`src/rtl/dadp_consts.svh`:
```
/*
 * Constants of the dual converter data port: word width, register offsets,
 * status bit positions and reset values.
 * Assumes inclusion by bare name from the package and the core module.
 */
`ifndef DADP_CONSTS_SVH
`define DADP_CONSTS_SVH

`define DADP_WORD_W 14
`define DADP_WORD_MSB 13
`define DADP_ADDR_W 8
`define DADP_REG_CTRL 8'h00
`define DADP_REG_STATUS 8'h04
`define DADP_REG_DAC 8'h08
`define DADP_REG_ADC 8'h0c
`define DADP_CTRL_MUX 0
`define DADP_ST_MODE 1'b0
`define DADP_ST_MODE_BIT 0
`define DADP_ST_PDOWN_BIT 1
`define DADP_ST_RANGE_A_BIT 2
`define DADP_ST_RANGE_B_BIT 3
`define DADP_ST_PHASE_BIT 4
`define DADP_HI_LSB 16
`define DADP_MUX_RESET 1'b0
`define DADP_WORD_RESET 14'h0000
`define DADP_DATA_RESET 32'h0000_0000
`define DADP_RESP_OKAY 2'b00
`define DADP_RESP_SLVERR 2'b10
`define DADP_MODE_DUAL 1'b1

`endif

```
`src/rtl/dadp_pkg.sv`:
```
/*
 * Types of the dual converter data port: interleave phase, front-end
 * carrier and the core's whole state.
 * Assumes dadp_consts.svh on the include path.
 */
`include "dadp_consts.svh"

package dadp_pkg;

    typedef enum logic {DADP_PH_I, DADP_PH_Q} dadp_phase_e;

    typedef logic [`DADP_WORD_W-1:0] dadp_word_t;

    typedef struct packed {
        logic over;
        dadp_word_t word;
    } dadp_adc_in_s;

    typedef struct packed {
        dadp_word_t dac_out_a;
        dadp_word_t dac_out_b;
        dadp_word_t i_latch;
        dadp_phase_e phase;
        logic mode_q;
        logic strobe_a_q;
        logic strobe_b_q;
        logic clk_a_q;
        logic clk_b_q;
        dadp_word_t adc_word_a;
        dadp_word_t adc_word_b;
        logic flag_a;
        logic flag_b;
        logic mux_en;
        logic sticky_a;
        logic sticky_b;
        logic aw_held;
        logic w_held;
        logic [`DADP_ADDR_W-1:0] awaddr;
        logic [31:0] wdata;
        logic [3:0] wstrb;
        logic bvalid;
        logic [1:0] bresp;
        logic rvalid;
        logic [31:0] rdata;
        logic [1:0] rresp;
    } dadp_state_s;

endpackage

```
`src/rtl/dadp_core.sv`:
```
/*
 * Digital side of a dual 14-bit ADC and dual 14-bit DAC with an AXI4-Lite
 * register slave: DAC dual-port and interleaved capture, ADC independent
 * and multiplexed output, range flags, output enables and power-down.
 * Assumes all pins synchronous to aclk; converter clocks and write strobes
 * are sampled and edge detected, so each must stay high and low at least
 * one aclk period.
 */
// Notes on behaviour
// - DAC takes 14-bit words, bounded rate
// - Dual-port mode: channels independent
// - Interleaved: alternate words into I, Q latches
// - Interleaved: both outputs refresh at half rate
// - ADC gives 14-bit words, bounded rate
// - No mux: ADC channels independent
// - Mux: both channels on bus A, double rate
// - Per-channel out-of-range flag beside word
// - Bus bits 0 to 13, bit 13 MSB
`timescale 1ns/100ps
`default_nettype none
`include "dadp_consts.svh"

module dadp_core
(
    input wire logic aclk,
    input wire logic aresetn,
    input wire logic [`DADP_ADDR_W-1:0] s_axi_awaddr,
    input wire logic s_axi_awvalid,
    output logic s_axi_awready,
    input wire logic [31:0] s_axi_wdata,
    input wire logic [3:0] s_axi_wstrb,
    input wire logic s_axi_wvalid,
    output logic s_axi_wready,
    output logic [1:0] s_axi_bresp,
    output logic s_axi_bvalid,
    input wire logic s_axi_bready,
    input wire logic [`DADP_ADDR_W-1:0] s_axi_araddr,
    input wire logic s_axi_arvalid,
    output logic s_axi_arready,
    output logic [31:0] s_axi_rdata,
    output logic [1:0] s_axi_rresp,
    output logic s_axi_rvalid,
    input wire logic s_axi_rready,
    input wire logic [`DADP_WORD_MSB:0] dac_word_a,
    input wire logic [`DADP_WORD_MSB:0] dac_word_b,
    input wire logic dac_write_strobe_a,
    input wire logic dac_write_strobe_b,
    input wire logic dac_mode_select,
    output logic [`DADP_WORD_MSB:0] dac_level_a,
    output logic [`DADP_WORD_MSB:0] dac_level_b,
    input wire dadp_pkg::dadp_adc_in_s adc_front_a,
    input wire dadp_pkg::dadp_adc_in_s adc_front_b,
    input wire logic adc_clock_in_a,
    input wire logic adc_clock_in_b,
    input wire logic adc_drive_enable_a,
    input wire logic adc_drive_enable_b,
    input wire logic adc_power_down,
    output logic [`DADP_WORD_MSB:0] adc_word_a,
    output logic [`DADP_WORD_MSB:0] adc_word_b,
    output logic adc_word_a_oe_n,
    output logic adc_word_b_oe_n,
    output logic adc_range_flag_a,
    output logic adc_range_flag_b
);

    dadp_pkg::dadp_state_s st_r;
    dadp_pkg::dadp_state_s st_nxt;
    logic rise_sa;
    logic rise_sb;
    logic rise_ca;
    logic fall_ca;
    logic rise_cb;

    function automatic logic rose(input logic prev, input logic cur);
        rose = cur & ~prev;
    endfunction

    function automatic logic [31:0] merge(input logic [31:0] old, input logic [31:0] data,
                                          input logic [3:0] strb);
        logic [31:0] res;
        res = old;
        for (int i = 0; i < 4; i++)
        begin
            if (strb[i])
            begin
                res[i*8 +: 8] = data[i*8 +: 8];
            end
        end
        merge = res;
    endfunction

    // One sample per strobe or clock edge caps the rate at half of aclk
    assign rise_sa = rose(st_r.strobe_a_q, dac_write_strobe_a);
    assign rise_sb = rose(st_r.strobe_b_q, dac_write_strobe_b);
    assign rise_ca = rose(st_r.clk_a_q, adc_clock_in_a);
    assign fall_ca = rose(adc_clock_in_a, st_r.clk_a_q);
    assign rise_cb = rose(st_r.clk_b_q, adc_clock_in_b);

    assign s_axi_awready = ~st_r.aw_held & ~st_r.bvalid;
    assign s_axi_wready = ~st_r.w_held & ~st_r.bvalid;
    assign s_axi_arready = ~st_r.rvalid;
    assign s_axi_bvalid = st_r.bvalid;
    assign s_axi_bresp = st_r.bresp;
    assign s_axi_rvalid = st_r.rvalid;
    assign s_axi_rdata = st_r.rdata;
    assign s_axi_rresp = st_r.rresp;
    assign dac_level_a = st_r.dac_out_a;
    assign dac_level_b = st_r.dac_out_b;
    assign adc_word_a = st_r.adc_word_a;
    assign adc_word_b = st_r.adc_word_b;
    assign adc_range_flag_a = st_r.flag_a;
    assign adc_range_flag_b = st_r.flag_b;
    // Enables act at once so the host can turn the bus round in one cycle
    assign adc_word_a_oe_n = ~adc_drive_enable_a;
    assign adc_word_b_oe_n = ~adc_drive_enable_b;

    always_comb
    begin
        logic [31:0] status;
        logic [31:0] wr;
        status = `DADP_DATA_RESET;
        wr = `DADP_DATA_RESET;
        st_nxt = st_r;
        st_nxt.strobe_a_q = dac_write_strobe_a;
        st_nxt.strobe_b_q = dac_write_strobe_b;
        st_nxt.clk_a_q = adc_clock_in_a;
        st_nxt.clk_b_q = adc_clock_in_b;
        st_nxt.mode_q = dac_mode_select;
        if (st_r.mode_q != dac_mode_select)
        begin
            st_nxt.phase = dadp_pkg::DADP_PH_I;
        end
        else if (dac_mode_select == `DADP_MODE_DUAL)
        begin
            if (rise_sa)
            begin
                st_nxt.dac_out_a = dac_word_a;
            end
            if (rise_sb)
            begin
                st_nxt.dac_out_b = dac_word_b;
            end
        end
        else if (rise_sa)
        begin
            unique case (st_r.phase)
                dadp_pkg::DADP_PH_I:
                begin
                    st_nxt.i_latch = dac_word_a;
                    st_nxt.phase = dadp_pkg::DADP_PH_Q;
                end
                dadp_pkg::DADP_PH_Q:
                begin
                    st_nxt.dac_out_a = st_r.i_latch;
                    st_nxt.dac_out_b = dac_word_a;
                    st_nxt.phase = dadp_pkg::DADP_PH_I;
                end
            endcase
        end
        if (adc_power_down)
        begin
            st_nxt.adc_word_a = `DADP_WORD_RESET;
            st_nxt.adc_word_b = `DADP_WORD_RESET;
            st_nxt.flag_a = 1'b0;
            st_nxt.flag_b = 1'b0;
        end
        else
        begin
            if (rise_ca)
            begin
                st_nxt.adc_word_a = adc_front_a.word;
                st_nxt.flag_a = adc_front_a.over;
            end
            else if (fall_ca && st_r.mux_en)
            begin
                st_nxt.adc_word_a = adc_front_b.word;
                st_nxt.flag_a = adc_front_b.over;
            end
            if (rise_cb)
            begin
                st_nxt.adc_word_b = adc_front_b.word;
                st_nxt.flag_b = adc_front_b.over;
            end
        end
        if (s_axi_awvalid && s_axi_awready)
        begin
            st_nxt.aw_held = 1'b1;
            st_nxt.awaddr = s_axi_awaddr;
        end
        if (s_axi_wvalid && s_axi_wready)
        begin
            st_nxt.w_held = 1'b1;
            st_nxt.wdata = s_axi_wdata;
            st_nxt.wstrb = s_axi_wstrb;
        end
        if (st_r.bvalid && s_axi_bready)
        begin
            st_nxt.bvalid = 1'b0;
        end
        if (st_r.aw_held && st_r.w_held)
        begin
            wr = merge(`DADP_DATA_RESET, st_r.wdata, st_r.wstrb);
            st_nxt.aw_held = 1'b0;
            st_nxt.w_held = 1'b0;
            st_nxt.bvalid = 1'b1;
            st_nxt.bresp = `DADP_RESP_OKAY;
            unique case (st_r.awaddr)
                `DADP_REG_CTRL:
                begin
                    st_nxt.mux_en = wr[`DADP_CTRL_MUX];
                end
                `DADP_REG_STATUS:
                begin
                    if (wr[`DADP_ST_RANGE_A_BIT])
                    begin
                        st_nxt.sticky_a = 1'b0;
                    end
                    if (wr[`DADP_ST_RANGE_B_BIT])
                    begin
                        st_nxt.sticky_b = 1'b0;
                    end
                end
                `DADP_REG_DAC, `DADP_REG_ADC:
                begin
                    st_nxt.bresp = `DADP_RESP_OKAY;
                end
                default:
                begin
                    st_nxt.bresp = `DADP_RESP_SLVERR;
                end
            endcase
        end
        // Placed after the clear so a range event in the clearing cycle survives
        if (!adc_power_down && rise_ca && adc_front_a.over)
        begin
            st_nxt.sticky_a = 1'b1;
        end
        if (!adc_power_down && (rise_cb || (fall_ca && st_r.mux_en)) && adc_front_b.over)
        begin
            st_nxt.sticky_b = 1'b1;
        end
        status[`DADP_ST_MODE_BIT] = st_r.mode_q;
        status[`DADP_ST_PDOWN_BIT] = adc_power_down;
        status[`DADP_ST_RANGE_A_BIT] = st_r.sticky_a;
        status[`DADP_ST_RANGE_B_BIT] = st_r.sticky_b;
        status[`DADP_ST_PHASE_BIT] = (st_r.phase == dadp_pkg::DADP_PH_Q);
        if (st_r.rvalid && s_axi_rready)
        begin
            st_nxt.rvalid = 1'b0;
        end
        if (s_axi_arvalid && s_axi_arready)
        begin
            st_nxt.rvalid = 1'b1;
            st_nxt.rresp = `DADP_RESP_OKAY;
            st_nxt.rdata = `DADP_DATA_RESET;
            unique case (s_axi_araddr)
                `DADP_REG_CTRL:
                begin
                    st_nxt.rdata[`DADP_CTRL_MUX] = st_r.mux_en;
                end
                `DADP_REG_STATUS:
                begin
                    st_nxt.rdata = status;
                end
                `DADP_REG_DAC:
                begin
                    st_nxt.rdata[`DADP_WORD_MSB:0] = st_r.dac_out_a;
                    st_nxt.rdata[`DADP_HI_LSB +: `DADP_WORD_W] = st_r.dac_out_b;
                end
                `DADP_REG_ADC:
                begin
                    st_nxt.rdata[`DADP_WORD_MSB:0] = st_r.adc_word_a;
                    st_nxt.rdata[`DADP_HI_LSB +: `DADP_WORD_W] = st_r.adc_word_b;
                end
                default:
                begin
                    st_nxt.rresp = `DADP_RESP_SLVERR;
                end
            endcase
        end
    end

    always_ff @(posedge aclk)
    begin
        if (!aresetn)
        begin
            st_r <= '0;
            st_r.mux_en <= `DADP_MUX_RESET;
            st_r.mode_q <= `DADP_ST_MODE;
            st_r.phase <= dadp_pkg::DADP_PH_I;
        end
        else
        begin
            st_r <= st_nxt;
        end
    end
endmodule
`default_nettype wire

```
`config.mk`:
```
export PLATFORM = sky130hd
export DESIGN_NAME = dadp_core
export DESIGN_NICKNAME = d
export VERILOG_FILES = /design/src/rtl/dadp_pkg.sv /design/src/rtl/dadp_core.sv
export VERILOG_INCLUDE_DIRS = /design/src /design/src/rtl
export SDC_FILE = /design/constraint.sdc
export NUM_CORES = 1
export LEC_CHECK = 0
export BUFFER_PORTS_ARGS = -buffer_cell sky130_fd_sc_hd__buf_4
export CAP_MARGIN = 20
export CORE_MARGIN = 1.5
export CORE_UTILIZATION = 48
export CTS_CLUSTER_DIAMETER = 60
export DETAILED_ROUTE_END_ITERATION = 16
export PLACE_DENSITY = 0.81
export REMOVE_ABC_BUFFERS = 1
export SLEW_MARGIN = 20
export SYNTH_ARGS = -nofsm -noshare
export SYNTH_HDL_FRONTEND = slang
export SYNTH_SLANG_ARGS = --single-unit
```
`constraint.sdc`:
```
create_clock -name aclk -period 1.81 [get_ports aclk]
set_input_delay 0.0905 -clock aclk [delete_from_list [all_inputs] [get_ports aclk]]
set_output_delay 0.0905 -clock aclk [all_outputs]
set_load 0.005 [all_outputs]
```
==> results.ini <==
[outcome]
outcome=finished clean

[finish]
layout_commonest_cell=buf_4
register_area_um2=2542
final_cell_mix=206 x buf_4, 143 x nand2_1, 127 x dfxtp_1, 63 x dlygate4sd3_1, 42 x mux2i_1
n_fill_cell=922
drive_above_1_share_pct=31.76
layout.nets=959
area_growth_pct=34.66
final_util_pct=67.23
diodes=0
multi_input_area_um2=2661

[die]
dieArea_um2=13390
core_area_um2=12210
rows=40
initial_utilization_pct=49.93
ioPinCount=226
die_w_um=115.7
die_h_um=115.7

[route]
via_count=5483
highest_layer=met4
vias_per_cell=5.402
dr.pass1.iters=6
wl_met1_um=6854
routed_wl_um=17760
wl_met2_um=9062
detail_route.wl_per_cell_um=17.50
drcViolationCount=0
drtAntennaViolNets=0
met3_length_um=1256
drt-initial-drc-count=430

[synthesis]
synth_fa_ha_area_share_pct=0
synthDistinctLibCells=41
synth_compound_gate_area_share_pct=19.43
synth.area.mux_share_pct=8.003
synthFlopType=dfxtp_1
ys_seq_area_share_pct=41.70
synth_seq_cells=127
syn-cell-area_um2=6097
synth_top_family_by_area=compound AO/OA/AOI/OAI gates
yosysWarnings=0
async_flop_share_pct=0
synth-edff-count=0
synth_xor_area_share_pct=0
synth-simple-area-share_pct=15.76
avgSynthCellArea_um2=9.046
syn_inst=674

[place]
place_hpwl_um=11470
io_buffers=187
gp_congestion=0.8038
pre_cts_ws_ns=0.2169

[pwr]
p_per_area_nw_per_um2=863.3
p_leak_nw=3.801
ir_drop_uv=700.2

[worst_setup_path]
start_kind=register
cp_cell_sequence=or3b_1 -> a21oi_4 -> buf_4 -> nand2_1 -> o211a_1
required_ns=2.12
worstPathArrival_ns=1.93
crit_family=simple AND/OR/NAND/NOR gates
worst-setup-path-type=reg2reg
critPathMaxFanout=18
end_kind=register
critical-path-slowest-cell=dfxtp_1
path_buf_inv=1
cp_slowest_stage_delay_ns=0.44

[global_routing]
grt_pass1_vias=5459
overflow=0
grt_pass1_wl_um=26950
antenna_found_initial=0
gr-usage-all-layers_pct=26.27
grt_max_degree=50

[cts]
cts.sinks=127
cts_buffer_depth=2
clockRootBuffer=clkbuf_16
cts_tree=done
clk_pin_slew_ns=0.06
htree_num_levels=4
insertion_delay_ns=0.42
cts-buffers-inserted=17

[sta]
clock_skew_ns=0.008266
fin_ws_ns=0.1914
period_share_pct=89.42
finalHoldViolCount=0
rsz0062_at_grt=false
fmax_mhz=617.8
maxSlewViolCount=0
layout_min_cycle_time_ns=1.619
setup_viol=0

[run]
cap_violations=0

[hold_path]
min_path_type=in2reg

-- registers in the layout (all words and copies together) (netlist names), 14 cells and up --
signal,count
adc_word_b,14
dac_level_a,14
s_axi_rdata,28
st_r,37
adc_word_a,14
dac_level_b,14
-- worst register-to-register path: stages (launching register included) --
cell and delay, ns:
dfxtp_1 0.44, or3b_1 0.43, a21oi_4 0.17, buf_4 0.24, nand2_1 0.09, o211a_1 0.14
-- where the power goes --
group / internal, mW / switching [mW] / total [mW]
Combinational: 0.469 / 0.413 / 0.882
Sequential: 2.90 / 0.0771 / 2.97
Clock: 2.06 / 1.18 / 3.23
-- synth_stat cells (5+ instances only) --
cell / count / area [um^2]
nor2b_1: 25 / 156.4
nand2b_1: 5 / 31.28
buf_4: 94 / 705.7
clkbuf_1: 27 / 101.4
o21ai_0: 9 / 45.04
o211a_1: 30 / 300.3
a21boi_0: 11 / 82.58
a21oi_1: 30 / 150.1
dfxtp_1: 127 / 2542
buf_2: 10 / 50.05
and2_1: 8 / 50.05
nor2_1: 7 / 26.28
mux2i_1: 42 / 420.4
a22oi_1: 32 / 240.2
nand2_1: 143 / 536.8
o211ai_1: 16 / 120.1
o21ai_2: 20 / 175.2
-- area by class of cell --
class                      instances  area share, %
tap                              168          2.560
multi-input combinational        413          32.41
clock inverter                     6         0.6705
inverter                           4         0.1829
timing repair buffer             271          27.00
sequential                       127          30.97
clock buffer                      26          6.202
-- per-layer routing --
metal	up-vias	track usage, %
met3	57	6.747
met5	-	0
li1	2550	-
met2	270	47.46
met1	2606	28.35
met4	0	13.58
-- per-stage QoR --
stage / hold WS [ns] / area [um^2] / setup TNS (ns) / total power [mW] / cells
global route: 0.01998 / 8210 / 0 / 7.323 / 1015
global placement: 0.3035 / 7015 / 0 / 3.753 / 920
floorplan: 0.2075 / 5214 / -2.573 / 3.317 / 544
CTS: 0.01360 / 8210 / 0 / 7.103 / 1015
finish: 0.02325 / 8210 / 0 / 7.088 / 1015
detailed placement: 0.3128 / 7015 / 0 / 3.782 / 920
-- repair_timing --
item,in CTS,in global routing
hold buffers,63,0
buffers inserted,0,0
resized for setup,0,0
endpoints found under the hold margin,64,0
-- final timing paths --
check	start	to	slack (ns)	depth (start not counted)
hold reg to reg	st_r[75]	st_r[75]	0.46	2
hold / removal	dac_mode_select	st_r[121]	0.02	2
setup reg to reg	st_r[122]	dac_level_a[10]	0.19	5
setup / recovery	st_r[122]	dac_level_a[10]	0.19	5
-- cells by family after synthesis --
kind of cell | after synthesis
AO/OA/AOI/OAI | 156
other | 1
AND/OR/NAND/NOR | 204
buffers and inverters | 139
multiplexers | 47
flip-flops | 127
No activity file was read; power rests on OpenSTA's default activity.
